--- config.mk ---
export PLATFORM = sky130hd
export DESIGN_NAME = wdhm_top
export DESIGN_NICKNAME = d
export VERILOG_FILES = /design/src/logic/wdhm_top.v
export VERILOG_INCLUDE_DIRS = /design/src /design/src/logic
export SDC_FILE = /design/constraint.sdc
export NUM_CORES = 1
export LEC_CHECK = 0
export BUFFER_PORTS_ARGS = -buffer_cell sky130_fd_sc_hd__buf_4
export CORE_MARGIN = 10
export CORE_UTILIZATION = 55
export DETAILED_ROUTE_END_ITERATION = 6
export GPL_ROUTABILITY_DRIVEN = 1
export HOLD_SLACK_MARGIN = 0.12
export PLACE_DENSITY_LB_ADDON = 0.25
export SETUP_SLACK_MARGIN = 0.15
export SYNTH_ARGS = -nofsm -noshare
export SYNTH_HDL_FRONTEND = slang
export SYNTH_SLANG_ARGS = --single-unit
export TNS_END_PERCENT = 100
--- constraint.sdc ---
create_clock -name clk -period 8.9 [get_ports clk]
set_clock_uncertainty 0.15 [all_clocks]
set_input_delay 1.335 -clock clk [delete_from_list [all_inputs] [get_ports clk]]
set_output_delay 1.335 -clock clk [all_outputs]
set_load 0.005 [all_outputs]
--- src/logic/wdhm_defines.vh ---
// Functional notes
// - Three 16-bit down-counters, loaded above one
// - Counters 0 and 1 count only when armed; software reloads periodically
// - Counter 1 expired drives resets
// - Expiry asserts resets only when reset enabled
// - Reset holds until bus pulse, power, counter 2
// - Counter 0 ticks at bus clock over 16
// - Counter 0 clocks counter 1; divide 2..65536
// - Counter 2 times reset; default half bus clock
// - Write +C selects slow rate; read restores
// - Warning interrupt one counter-0 period before timeout
// - Five volt over/under flags with optional interrupt
// - Twelve volt rails share over/under flags
// - Over-temperature at status bit 1, optional interrupt
// - Temperature converter result readable by software
// - Light level converter result readable by software
// - Both isolated inputs in status; input 1 interrupt
// - Two isolated outputs, mirrored on plain outputs
// - Input 2 reset ORed with pushbutton and timeout
// - Fan PWM duty rises with temperature
// - Fan fault on no current or full duty
// - Status byte layout bit 0 to bit 7
`ifndef WDHM_DEFINES_VH
`define WDHM_DEFINES_VH
// ***************************************************
// Register offsets
// ***************************************************
`define WDHM_OFS_CNT0 4'h0
`define WDHM_OFS_CNT1 4'h1
`define WDHM_OFS_CNT2 4'h2
`define WDHM_OFS_STATUS 4'h4
`define WDHM_OFS_TEMP 4'h5
`define WDHM_OFS_LIGHT 4'h6
`define WDHM_OFS_OPTIONS 4'h7
`define WDHM_OFS_IMAGE 4'h8
`define WDHM_OFS_IRQCLR 4'h9
`define WDHM_OFS_C2RATE 4'hc
`define WDHM_OFS_OUTPUTS 4'hd
// ***************************************************
// Field positions
// ***************************************************
`define WDHM_OPT_ARM 0
`define WDHM_OPT_RSTEN 1
`define WDHM_OPT_ISO2EN 2
`define WDHM_ST_REMIND 0
`define WDHM_ST_TEMP 1
`define WDHM_ST_ISO1 2
`define WDHM_ST_ISO2 3
`define WDHM_ST_FAN 4
`define WDHM_ST_OV 5
`define WDHM_ST_UV 6
`define WDHM_ST_IRQ 7
// ***************************************************
// Reset values and timing
// ***************************************************
`define WDHM_OPT_RST 8'h00
`define WDHM_IRQEN_RST 8'h00
`define WDHM_SYNC_RST 24'h800000
`define WDHM_SYS_KHZ 17'h1e848
`define WDHM_BUS_KHZ 18'h08235
`define WDHM_ACC_W 17
`define WDHM_C0_DIV 4'hf
`endif

--- src/logic/wdhm_top.v ---
`timescale 1ns/1ps
`include "wdhm_defines.vh"
module wdhm_top (
   input wire clk,
   input wire resetn,
   input wire [3:0] bus_addr,
   input wire bus_wr,
   input wire bus_rd,
   input wire [7:0] bus_wdata,
   output reg [7:0] bus_rdata,
   input wire iso_in_one,
   input wire iso_in_two,
   input wire pushbutton_reset_n,
   input wire sys_reset_pulse,
   input wire over_temp,
   input wire over_volt,
   input wire under_volt,
   input wire fan_current,
   input wire [7:0] temp_adc,
   input wire [7:0] light_adc,
   output reg timeout_reset_out,
   output reg timeout_reset_out_n,
   output reg irq,
   output reg isolated_output_one,
   output reg isolated_output_two,
   output reg plain_output_one,
   output reg plain_output_two,
   output reg fan_pwm
);
   // ***************************************************
   // Reset release and input synchronisers
   // ***************************************************
   reg rst_meta_q;
   reg rst_n_q;
   reg [23:0] sync1_q;
   reg [23:0] sync2_q;
   reg sysrst_prev_q;
   wire [23:0] raw_in;
   // Reset asserts at once, releases two edges later
   always @(posedge clk or negedge resetn) begin
      if (!resetn) begin
         rst_meta_q <= 1'b0;
         rst_n_q <= 1'b0;
      end else begin
         rst_meta_q <= 1'b1;
         rst_n_q <= rst_meta_q;
      end
   end
   assign raw_in = {pushbutton_reset_n, iso_in_one, iso_in_two,
                    sys_reset_pulse, over_temp, over_volt, under_volt,
                    fan_current, temp_adc, light_adc};
   // Pins are asynchronous; first stage read only by second
   always @(posedge clk or negedge rst_n_q) begin
      if (!rst_n_q) begin
         sync1_q <= `WDHM_SYNC_RST;
         sync2_q <= `WDHM_SYNC_RST;
         sysrst_prev_q <= 1'b0;
      end else begin
         sync1_q <= raw_in;
         sync2_q <= sync1_q;
         sysrst_prev_q <= sync2_q[20];
      end
   end
   wire pb_n_s = sync2_q[23];
   wire iso1_s = sync2_q[22];
   wire iso2_s = sync2_q[21];
   wire sysrst_rise = sync2_q[20] & ~sysrst_prev_q;
   wire ot_s = sync2_q[19];
   wire ov_s = sync2_q[18];
   wire uv_s = sync2_q[17];
   wire fan_i_s = sync2_q[16];
   wire [7:0] temp_s = sync2_q[15:8];
   wire [7:0] light_s = sync2_q[7:0];
   // ***************************************************
   // Bus clock ticks derived from the system clock
   // ***************************************************
   reg [16:0] acc_q;
   reg [3:0] div_q;
   reg half_q;
   wire [17:0] acc_sum = {1'b0, acc_q} + `WDHM_BUS_KHZ;
   wire bus_tick = (acc_sum >= `WDHM_SYS_KHZ);
   wire tick0 = bus_tick & (div_q == `WDHM_C0_DIV);
   // Fractional accumulator keeps average rate exact
   always @(posedge clk or negedge rst_n_q) begin
      if (!rst_n_q) begin
         acc_q <= 17'h00000;
         div_q <= 4'h0;
         half_q <= 1'b0;
      end else begin
         if (bus_tick) begin
            acc_q <= acc_sum[16:0] - `WDHM_SYS_KHZ;
            div_q <= div_q + 4'h1;
            half_q <= ~half_q;
         end else begin
            acc_q <= acc_sum[16:0];
         end
      end
   end
   // ***************************************************
   // Register writes, counters and reset control
   // ***************************************************
   reg [15:0] load_q [0:2];
   reg [15:0] cnt_q [0:2];
   reg [7:0] lsb_q [0:2];
   reg [2:0] wptr_q;
   reg [2:0] rptr_q;
   reg [7:0] opt_q;
   reg [7:0] irqen_q;
   reg [1:0] outs_q;
   reg slow_q;
   reg expired_q;
   reg remind_q;
   reg active_q;
   reg irq_q;
   reg [7:0] pwm_cnt_q;
   integer i;
   wire armed = opt_q[`WDHM_OPT_ARM];
   wire wr_cnt = bus_wr & (bus_addr <= `WDHM_OFS_CNT2);
   wire c0_pulse = armed & tick0 & (cnt_q[0] == 16'h0001);
   wire tick2 = slow_q ? tick0 : (bus_tick & half_q);
   wire fan_fault = ~fan_i_s | (temp_s == 8'hff);
   wire [7:0] status = {irq_q, uv_s, ov_s, fan_fault,
                        iso2_s | active_q, iso1_s, ot_s,
                        remind_q};
   wire reload1 = wr_cnt & (bus_addr == `WDHM_OFS_CNT1) & wptr_q[1];
   wire expire = c0_pulse & ~expired_q & (cnt_q[1] == 16'h0001);
   wire warn = c0_pulse & ~expired_q & (cnt_q[1] == 16'h0002);
   wire irq_evt = (warn & irqen_q[`WDHM_ST_REMIND])
                | (ot_s & irqen_q[`WDHM_ST_TEMP])
                | (iso1_s & irqen_q[`WDHM_ST_ISO1])
                | (fan_fault & irqen_q[`WDHM_ST_FAN])
                | ((ov_s | uv_s) & irqen_q[`WDHM_ST_OV]);
   // Counter bytes arrive low then high; load on high byte
   always @(posedge clk or negedge rst_n_q) begin
      if (!rst_n_q) begin
         for (i = 0; i < 3; i = i + 1) begin
            load_q[i] <= 16'h0000;
            cnt_q[i] <= 16'h0000;
            lsb_q[i] <= 8'h00;
         end
         wptr_q <= 3'h0;
         opt_q <= `WDHM_OPT_RST;
         irqen_q <= `WDHM_IRQEN_RST;
         outs_q <= 2'h0;
         slow_q <= 1'b0;
         expired_q <= 1'b0;
         remind_q <= 1'b0;
         active_q <= 1'b0;
         irq_q <= 1'b0;
      end else begin
         for (i = 0; i < 3; i = i + 1) begin
            if (wr_cnt && bus_addr == i[3:0]) begin
               if (!wptr_q[i]) begin
                  lsb_q[i] <= bus_wdata;
               end else begin
                  load_q[i] <= {bus_wdata, lsb_q[i]};
               end
               wptr_q[i] <= ~wptr_q[i];
            end
         end
         // Counter 0 divides the tick; zero load means 65536
         if (wr_cnt && bus_addr == `WDHM_OFS_CNT0 && wptr_q[0]) begin
            cnt_q[0] <= {bus_wdata, lsb_q[0]};
         end else if (armed && tick0) begin
            if (cnt_q[0] == 16'h0001) begin
               cnt_q[0] <= load_q[0];
            end else begin
               cnt_q[0] <= cnt_q[0] - 16'h0001;
            end
         end
         // Counter 1 steps once per counter 0 period
         if (reload1) begin
            cnt_q[1] <= {bus_wdata, lsb_q[1]};
            expired_q <= 1'b0;
            remind_q <= 1'b0;
         end else if (c0_pulse && !expired_q) begin
            cnt_q[1] <= cnt_q[1] - 16'h0001;
            if (expire) begin
               expired_q <= 1'b1;
            end
            if (warn) begin
               remind_q <= 1'b1;
            end
         end
         // Reset pulse width comes from counter 2
         if (expire && opt_q[`WDHM_OPT_RSTEN]) begin
            active_q <= 1'b1;
            cnt_q[2] <= load_q[2];
         end else if (active_q) begin
            if (sysrst_rise) begin
               active_q <= 1'b0;
            end else if (tick2) begin
               if (cnt_q[2] == 16'h0001) begin
                  active_q <= 1'b0;
               end else begin
                  cnt_q[2] <= cnt_q[2] - 16'h0001;
               end
            end
         end
         // Rate select: write sets slow, read restores
         if (bus_wr && bus_addr == `WDHM_OFS_C2RATE) begin
            slow_q <= 1'b1;
         end else if (bus_rd && bus_addr == `WDHM_OFS_C2RATE) begin
            slow_q <= 1'b0;
         end
         if (bus_wr && bus_addr == `WDHM_OFS_OPTIONS) begin
            opt_q <= bus_wdata;
         end
         if (bus_wr && bus_addr == `WDHM_OFS_STATUS) begin
            irqen_q <= bus_wdata;
         end
         if (bus_wr && bus_addr == `WDHM_OFS_OUTPUTS) begin
            outs_q <= bus_wdata[1:0];
         end
         // A new event wins over a clear in the same cycle
         if (irq_evt) begin
            irq_q <= 1'b1;
         end else if (bus_wr && bus_addr == `WDHM_OFS_IRQCLR) begin
            irq_q <= 1'b0;
         end
      end
   end
   // ***************************************************
   // Read data, outputs and fan drive
   // ***************************************************
   reg [7:0] rsel;
   reg [1:0] ridx;
   always @* begin
      ridx = bus_addr[1:0];
      rsel = 8'h00;
      case (bus_addr)
         `WDHM_OFS_CNT0, `WDHM_OFS_CNT1, `WDHM_OFS_CNT2: begin
            rsel = rptr_q[ridx] ? cnt_q[ridx][15:8] : cnt_q[ridx][7:0];
         end
         `WDHM_OFS_STATUS, `WDHM_OFS_IMAGE: rsel = status;
         `WDHM_OFS_TEMP: rsel = temp_s;
         `WDHM_OFS_LIGHT: rsel = light_s;
         `WDHM_OFS_OPTIONS: rsel = opt_q;
         `WDHM_OFS_OUTPUTS: rsel = {6'h00, outs_q};
         default: rsel = 8'h00;
      endcase
   end
   // Read data registered one edge after the strobe
   always @(posedge clk or negedge rst_n_q) begin
      if (!rst_n_q) begin
         bus_rdata <= 8'h00;
         rptr_q <= 3'h0;
         pwm_cnt_q <= 8'h00;
         timeout_reset_out <= 1'b0;
         timeout_reset_out_n <= 1'b1;
         irq <= 1'b0;
         isolated_output_one <= 1'b0;
         isolated_output_two <= 1'b0;
         plain_output_one <= 1'b0;
         plain_output_two <= 1'b0;
         fan_pwm <= 1'b0;
      end else begin
         if (bus_rd) begin
            bus_rdata <= rsel;
            if (bus_addr <= `WDHM_OFS_CNT2) begin
               rptr_q[ridx] <= ~rptr_q[ridx];
            end
         end
         // Any of three reset sources drives both polarities
         timeout_reset_out <= active_q | ~pb_n_s
            | (iso2_s & opt_q[`WDHM_OPT_ISO2EN]);
         timeout_reset_out_n <= ~(active_q | ~pb_n_s
            | (iso2_s & opt_q[`WDHM_OPT_ISO2EN]));
         irq <= irq_q;
         isolated_output_one <= outs_q[0];
         isolated_output_two <= outs_q[1];
         plain_output_one <= outs_q[0];
         plain_output_two <= outs_q[1];
         if (bus_tick) begin
            pwm_cnt_q <= (pwm_cnt_q == 8'hfe) ? 8'h00 : pwm_cnt_q + 8'h01;
         end
         // Duty tracks temperature; full scale is always on
         fan_pwm <= (pwm_cnt_q < temp_s);
      end
   end
endmodule

== Word-level counts from Yosys, hierarchy flattened ==
Index checks and enable logic that the tools add are counted.
Widths: inputs -> output; s select.

* Register bits: 226
* Bits in latches: 0
* RAM bits: 0
* Memory bits (read-only): 0
* Input bits: 40
* Output and inout bits: 16
* Logic and storage cells: 178
* Memories: 0

* Add/subtract/negate cells: 7
* Multiply operators: 0
* Divide/modulo/power cells: 0
* Order comparisons: 6
* Equal/unequal tests: 19
* Shift-type cells: 0
* Muxes and demuxes: 38
* Bitwise gates (word level): 37
* Reductions and logical operators: 35

{| class="wikitable"
|+ Operators with widths
! kind !! number
|-
| $mux 16 || 12
|-
| $eq 16x1->1 const B || 3
|-
| $pmux 8 s6 || 1
|-
| $sub 16x1->16 const B || 3
|-
| $bmux 16 s2 || 1
|-
| $eq 4x4->1 const B || 5
|-
| $add 17x16->18 const B || 1
|-
| $ge 18x17->1 const B || 1
|-
| $mux 1 || 18
|-
| $and 1x1->1 || 17
|-
| $mux 17 || 1
|-
| $sub 17x17->17 const B || 1
|-
| $eq 16x2->1 const B || 1
|-
| $eq 4x3->1 const B || 4
|-
| $eq 8x8->1 const B || 2
|-
| $mux 8 || 2
|-
| $reduce_and 2->1 || 8
|-
| $reduce_bool 2->1 || 8
|-
| $logic_and 1x1->1 || 14
|-
| $not 1->1 || 10
|-
| $or 1x1->1 || 9
|-
| $add 8x1->8 const B || 1
|-
| $lt 8x8->1 || 1
|-
| $add 4x1->4 const B || 1
|-
| 17 further kinds || 17
|}

== Longest topological paths before layout ==
* Word-level depth: 13
* Gate-level depth with buffers: 13
* Gate-level depth less buffers: 12

== Least setup slack after synthesis ==
No wires, ideal clock.

* Path type: in2reg
* From: in bus_addr[1]
* To: reg opt_q[0]
* Library setup time: 125 ps
* Arrival time: 3381 ps
* Data required time: 8625 ps
* Setup slack: 5244 ps
* Cell stages on the path: 6
* Path buffers: 3
* Path through: clkbuf_1 > clkbuf_1 > clkbuf_1 > nand2_1 > nor2_1 > mux2_2

* Word-level cells in the longest chain between the ends: 2

{| class="wikitable"
|+ RTL lines
! what !! RTL line !! RTL
|-
| from (decl) || wdhm_top.v:6 || <nowiki>input wire [3:0] bus_addr,</nowiki>
|-
| $eq 4x3->1 || - ||
|-
| $logic_and 1x1->1 (no line) || - ||
|-
| to (signal assigned) || wdhm_top.v:142 || <nowiki>opt_q <= `WDHM_OPT_RST;</nowiki>
|-
| to (signal assigned) || wdhm_top.v:207 || <nowiki>opt_q <= bus_wdata;</nowiki>
|-
| to (decl) || wdhm_top.v:107 || <nowiki>reg [7:0] opt_q;</nowiki>
|}

Every way passes these cells.
A chain may end at the register's enable or synchronous reset.

== Worst setup path after layout ==
* From: reg acc_q[0]
* To: reg cnt_q[1] (netlist name)

* Word-level cells in the longest chain between the ends: 10
* Elaborated cells on any way between the ends: 16
* Those cells by class: add/sub (1); order compare (1); eq/ne (2); mux (2); bitwise (6); reduce/logical (4)

{| class="wikitable"
|+ RTL lines
! what !! RTL line !! RTL
|-
| from (decl) || wdhm_top.v:77 || <nowiki>reg [16:0] acc_q;</nowiki>
|-
| from (signal assigned) || wdhm_top.v:91 || <nowiki>acc_q <= acc_sum[16:0] - `WDHM_SYS_KHZ;</nowiki>
|-
| from (signal assigned) || wdhm_top.v:95 || <nowiki>acc_q <= acc_sum[16:0];</nowiki>
|-
| $add 17x16->18 (no line) (*) || - ||
|-
| $ge 18x17->1 (no line) (*) || - ||
|-
| $and 1x1->1 || wdhm_top.v:82 || <nowiki>wire tick0 = bus_tick & (div_q == `WDHM_C0_DIV);</nowiki>
|-
| $and 1x1->1 (2 in a row) || wdhm_top.v:119 || <nowiki>wire c0_pulse = armed & tick0 & (cnt_q[0] == 16'h0001);</nowiki>
|-
| $and 1x1->1 (2 in a row) || wdhm_top.v:126 || <nowiki>wire expire = c0_pulse & ~expired_q & (cnt_q[1] == 16'h0001);</nowiki>
|-
| $logic_and 1x1->1 || wdhm_top.v:186 || <nowiki>if (expire && opt_q[`WDHM_OPT_RSTEN]) begin</nowiki>
|-
| $ne 2x2->1 (no line) (tied with other cells) || - ||
|-
| $reduce_and 4->1 (no line) || - ||
|-
| to (decl) || wdhm_top.v:103 || <nowiki>reg [15:0] cnt_q [0:2];</nowiki>
|}

Mark *: on every way between the ends. The rest lies on a longest branch, timed or not.

==> out/qor.yml <==
yosys:
  synth_top_family_by_area: "simple AND/OR/NAND/NOR gates"
  synth-seq-cells: 225
  yosysSeqAreaShare_pct: 51.8
  synth.area.mux_share_pct: 10.3
  syn_area_um2: 10900
  synth_cell_type_count: 75
  synth_area_per_cell_um2: 10.6
  synth_ff_type: "dfrtp_1"
  ys_warn_count: 0
  synth_compound_area_share_pct: 11.4
  synthArstFlopShare_pct: 100
  synth_xor_area_share_pct: 6.12
  syn-num-nets: 1089
  postSynthCellCount: 1029
  synthSimpleGateAreaFrac_pct: 14.8
  synth-edff-count: 0
  synth_adder_area_share_pct: 2.30
global_route:
  track_usage_pct: 20.4
  grt_max_degree: 80
  antenna_found_initial: 0
  grt.overflow.total: 0
  grt_pass1_wl_um: 43000
  grt_pass1_vias: 7799
outcome:
  status: "completed"
critical_path:
  required_ns: 9.15
  worstSetupPathType: "register to register"
  worst-path-max-fanout: 25
  worst_ep_arrival_time_ns: 4.54
  rr_endpoint: "cnt_q[1]"
  crit_slowest_cell: "a21boi_2"
  worst_r2r_path_depth: 10
  max_stage_delay_ns: 0.86
  critPathTopFamily: "compound AO/OA/AOI/OAI gates"
  critPathLaunchType: "register"
  critPathCaptureType: "register"
  critPathBufInv: 0
  crit_path_cell_trace: "ha_1 > o21ai_1 > nand2_1 > or4bb_1 > o211ai_1 > nor3_1 > a21boi_2 > nand3_1 > mux2i_1 > mux2_2"
  r2r_setup_slack_ns: 4.61
  reg2reg_from: "acc_q[0]"
cells_and_area:
  synthToLayoutAreaGrowth_pct: 12.7
  layout_common_cells: "dfrtp_1 (221), nand2_1 (113), nor2_1 (77)"
  drive_above_1_share_pct: 17.6
  final_common_cell: "dfrtp_1"
  multi_input_area_um2: 4910
  ff_latch_area_um2: 5640
  diodes: 0
  fin_nets: 1123
  final_util_pct: 63.0
  fillers: 1576
sta:
  final-setup-viol-count: 0
  worst_pin_slew_ns: 1.12
  slew_headroom_pct: 25.0
  fin_setup_tns_ns: 0
  maxSlewViolCount: 0
  hold_viol_final: 0
  min_period_ns: 4.29
  fmax_mhz: 233
  fin_crit_sh_pct: 48.2
  rsz0062_at_grt: "no"
drt:
  drt_iter0_drc: 660
  drc: 0
  vias: 7918
  route.detailed.wl_per_inst_um: 19.8
  vias_per_cell: 5.88
  ant_nets: 0
  dr.pass1.iters: 5
  drt_wl_total_um: 26600
floorplanning:
  die-area_um2: 25800
  row_count: 51
  ios: 56
  dieHeight_um: 161
  core_um2: 19500
  die_w_um: 161
  start_util_pct: 55.9
clocking:
  hold_buffers: 0
  clk_path_buf_depth: 3
  post_cts_buffers: 0
  h-tree-depth: 1
  cts_inserted_buffers: 24
  cts-root-buf: "clkbuf_16"
  clock_latency_ns: 0.52
  clkTransAtPathRegs_ns: 0.06
  cts_resized: 0
  clock_sinks: 225
  cts_tree: "done"
placed_design:
  dpl.hpwl_um: 18200
  io_buffers: 55
  gp_congestion: 0.896
min_path:
  whs_endpoint: "sync2_q[5]"
  min_delay_path_depth: 0
  hold_path.class: "register to register"
  min_from: "sync1_q[5]"
power_and_ir_drop:
  power.leakage_uw: 0.00547
  vdd_drop_max_v: 0.000152
  power_density_nw_per_um2: 235
job:
  maxCapViolations: 0
## worst register-to-register path, cell delays in order, from the launching register on
cell and delay [ns]:
dfrtp_1 0.47, ha_1 0.29, o21ai_1 0.48, nand2_1 0.27, or4bb_1 0.54, o211ai_1 0.22
nor3_1 0.16, a21boi_2 0.86, nand3_1 0.28, mux2i_1 0.19, mux2_2 0.26
## registers in the layout, summed over array words and instances (netlist names), 8 cells and up
| register | count |
|---|---|
| acc_q | 17 |
| opt_q | 8 |
| bus_rdata | 8 |
| load_q | 32 |
| sync1_q | 24 |
| cnt_q | 48 |
| sync2_q | 24 |
| lsb_q | 24 |
| pwm_cnt_q | 8 |
## per-layer routing
metal  global-route usage (%)  share of wire [%]
met1                     28.7                 45
met2                     31.7                 46
met3                     3.78                6.2
met4                     5.26                2.2
met5                        0                  0
## logic make-up (layout without fill, tap and decap cells)
| group | count (synthesis) | after routing |
|---|---|---|
| other cells | 1 | 1 |
| compound gates | 193 | 193 |
| buf+inv | 88 | 140 |
| flops | 225 | 225 |
| fa+ha+maj | 20 | 20 |
| mux | 97 | 97 |
| simple gates | 329 | 329 |
| xor+xnor | 76 | 76 |
## worst max-delay path by stage
stage	startpoint	cells past startpoint	end
floorplan	rst_n_q	0	acc_q[0]
global placement	bus_addr[0]	7	bus_rdata[1]
detailed placement	acc_q[0]	10	cnt_q[1]
CTS	acc_q[0]	10	cnt_q[1]
global route	acc_q[0]	10	cnt_q[1]
finish	acc_q[0]	10	cnt_q[1]
## through the flow
stage | instances | setup WS [ns] | hold WS [ns] | total power, uW | area [um2]
after floorplan | 1029 | 2.02 | 0.181 | 1720 | 10900
after global placement | 1302 | 4.69 | 0.183 | 1870 | 11500
after detailed placement | 1302 | 4.64 | 0.185 | 1900 | 11500
after CTS | 1346 | 4.64 | 0.198 | 2900 | 12300
after global routing | 1346 | 4.23 | 0.200 | 3030 | 12300
final | 1346 | 4.61 | 0.198 | 2880 | 12300
## Yosys cell counts (all sizes together), types with 10 or more instances
| cell | count | area (um2) |
|---|---|---|
| xor2 | 26 | 228 |
| a31oi | 10 | 62.6 |
| nand3 | 28 | 140 |
| xnor2 | 50 | 438 |
| ha | 20 | 250 |
| nand4 | 21 | 146 |
| clkbuf | 44 | 165 |
| a21oi | 48 | 244 |
| nor3 | 25 | 125 |
| o21ai | 49 | 245 |
| mux2 | 64 | 732 |
| mux2i | 28 | 280 |
| nor2 | 77 | 289 |
| inv | 35 | 131 |
| o22ai | 17 | 106 |
| dfrtp | 222 | 5560 |
| nand2 | 113 | 424 |
| a21o | 10 | 75.1 |
| or3 | 10 | 72.6 |
## where the power goes
part           switching, uW  leakage (uW)  internal (uW)  total, uW
registers                207       0.00274           1230       1440
clock network            412      0.000405            585        997
logic                    216       0.00233            232        448
total                    836       0.00547           2050       2880
## area by class of cell
class,count,share of cell area [%]
clock inverter,12,0.785
tap,265,2.70
sequential,225,46.0
multi-input combinational,716,40.0
inverter,36,1.10
timing repair buffer,60,3.67
clock buffer,32,5.72
Power figures use the tool's default switching activity.
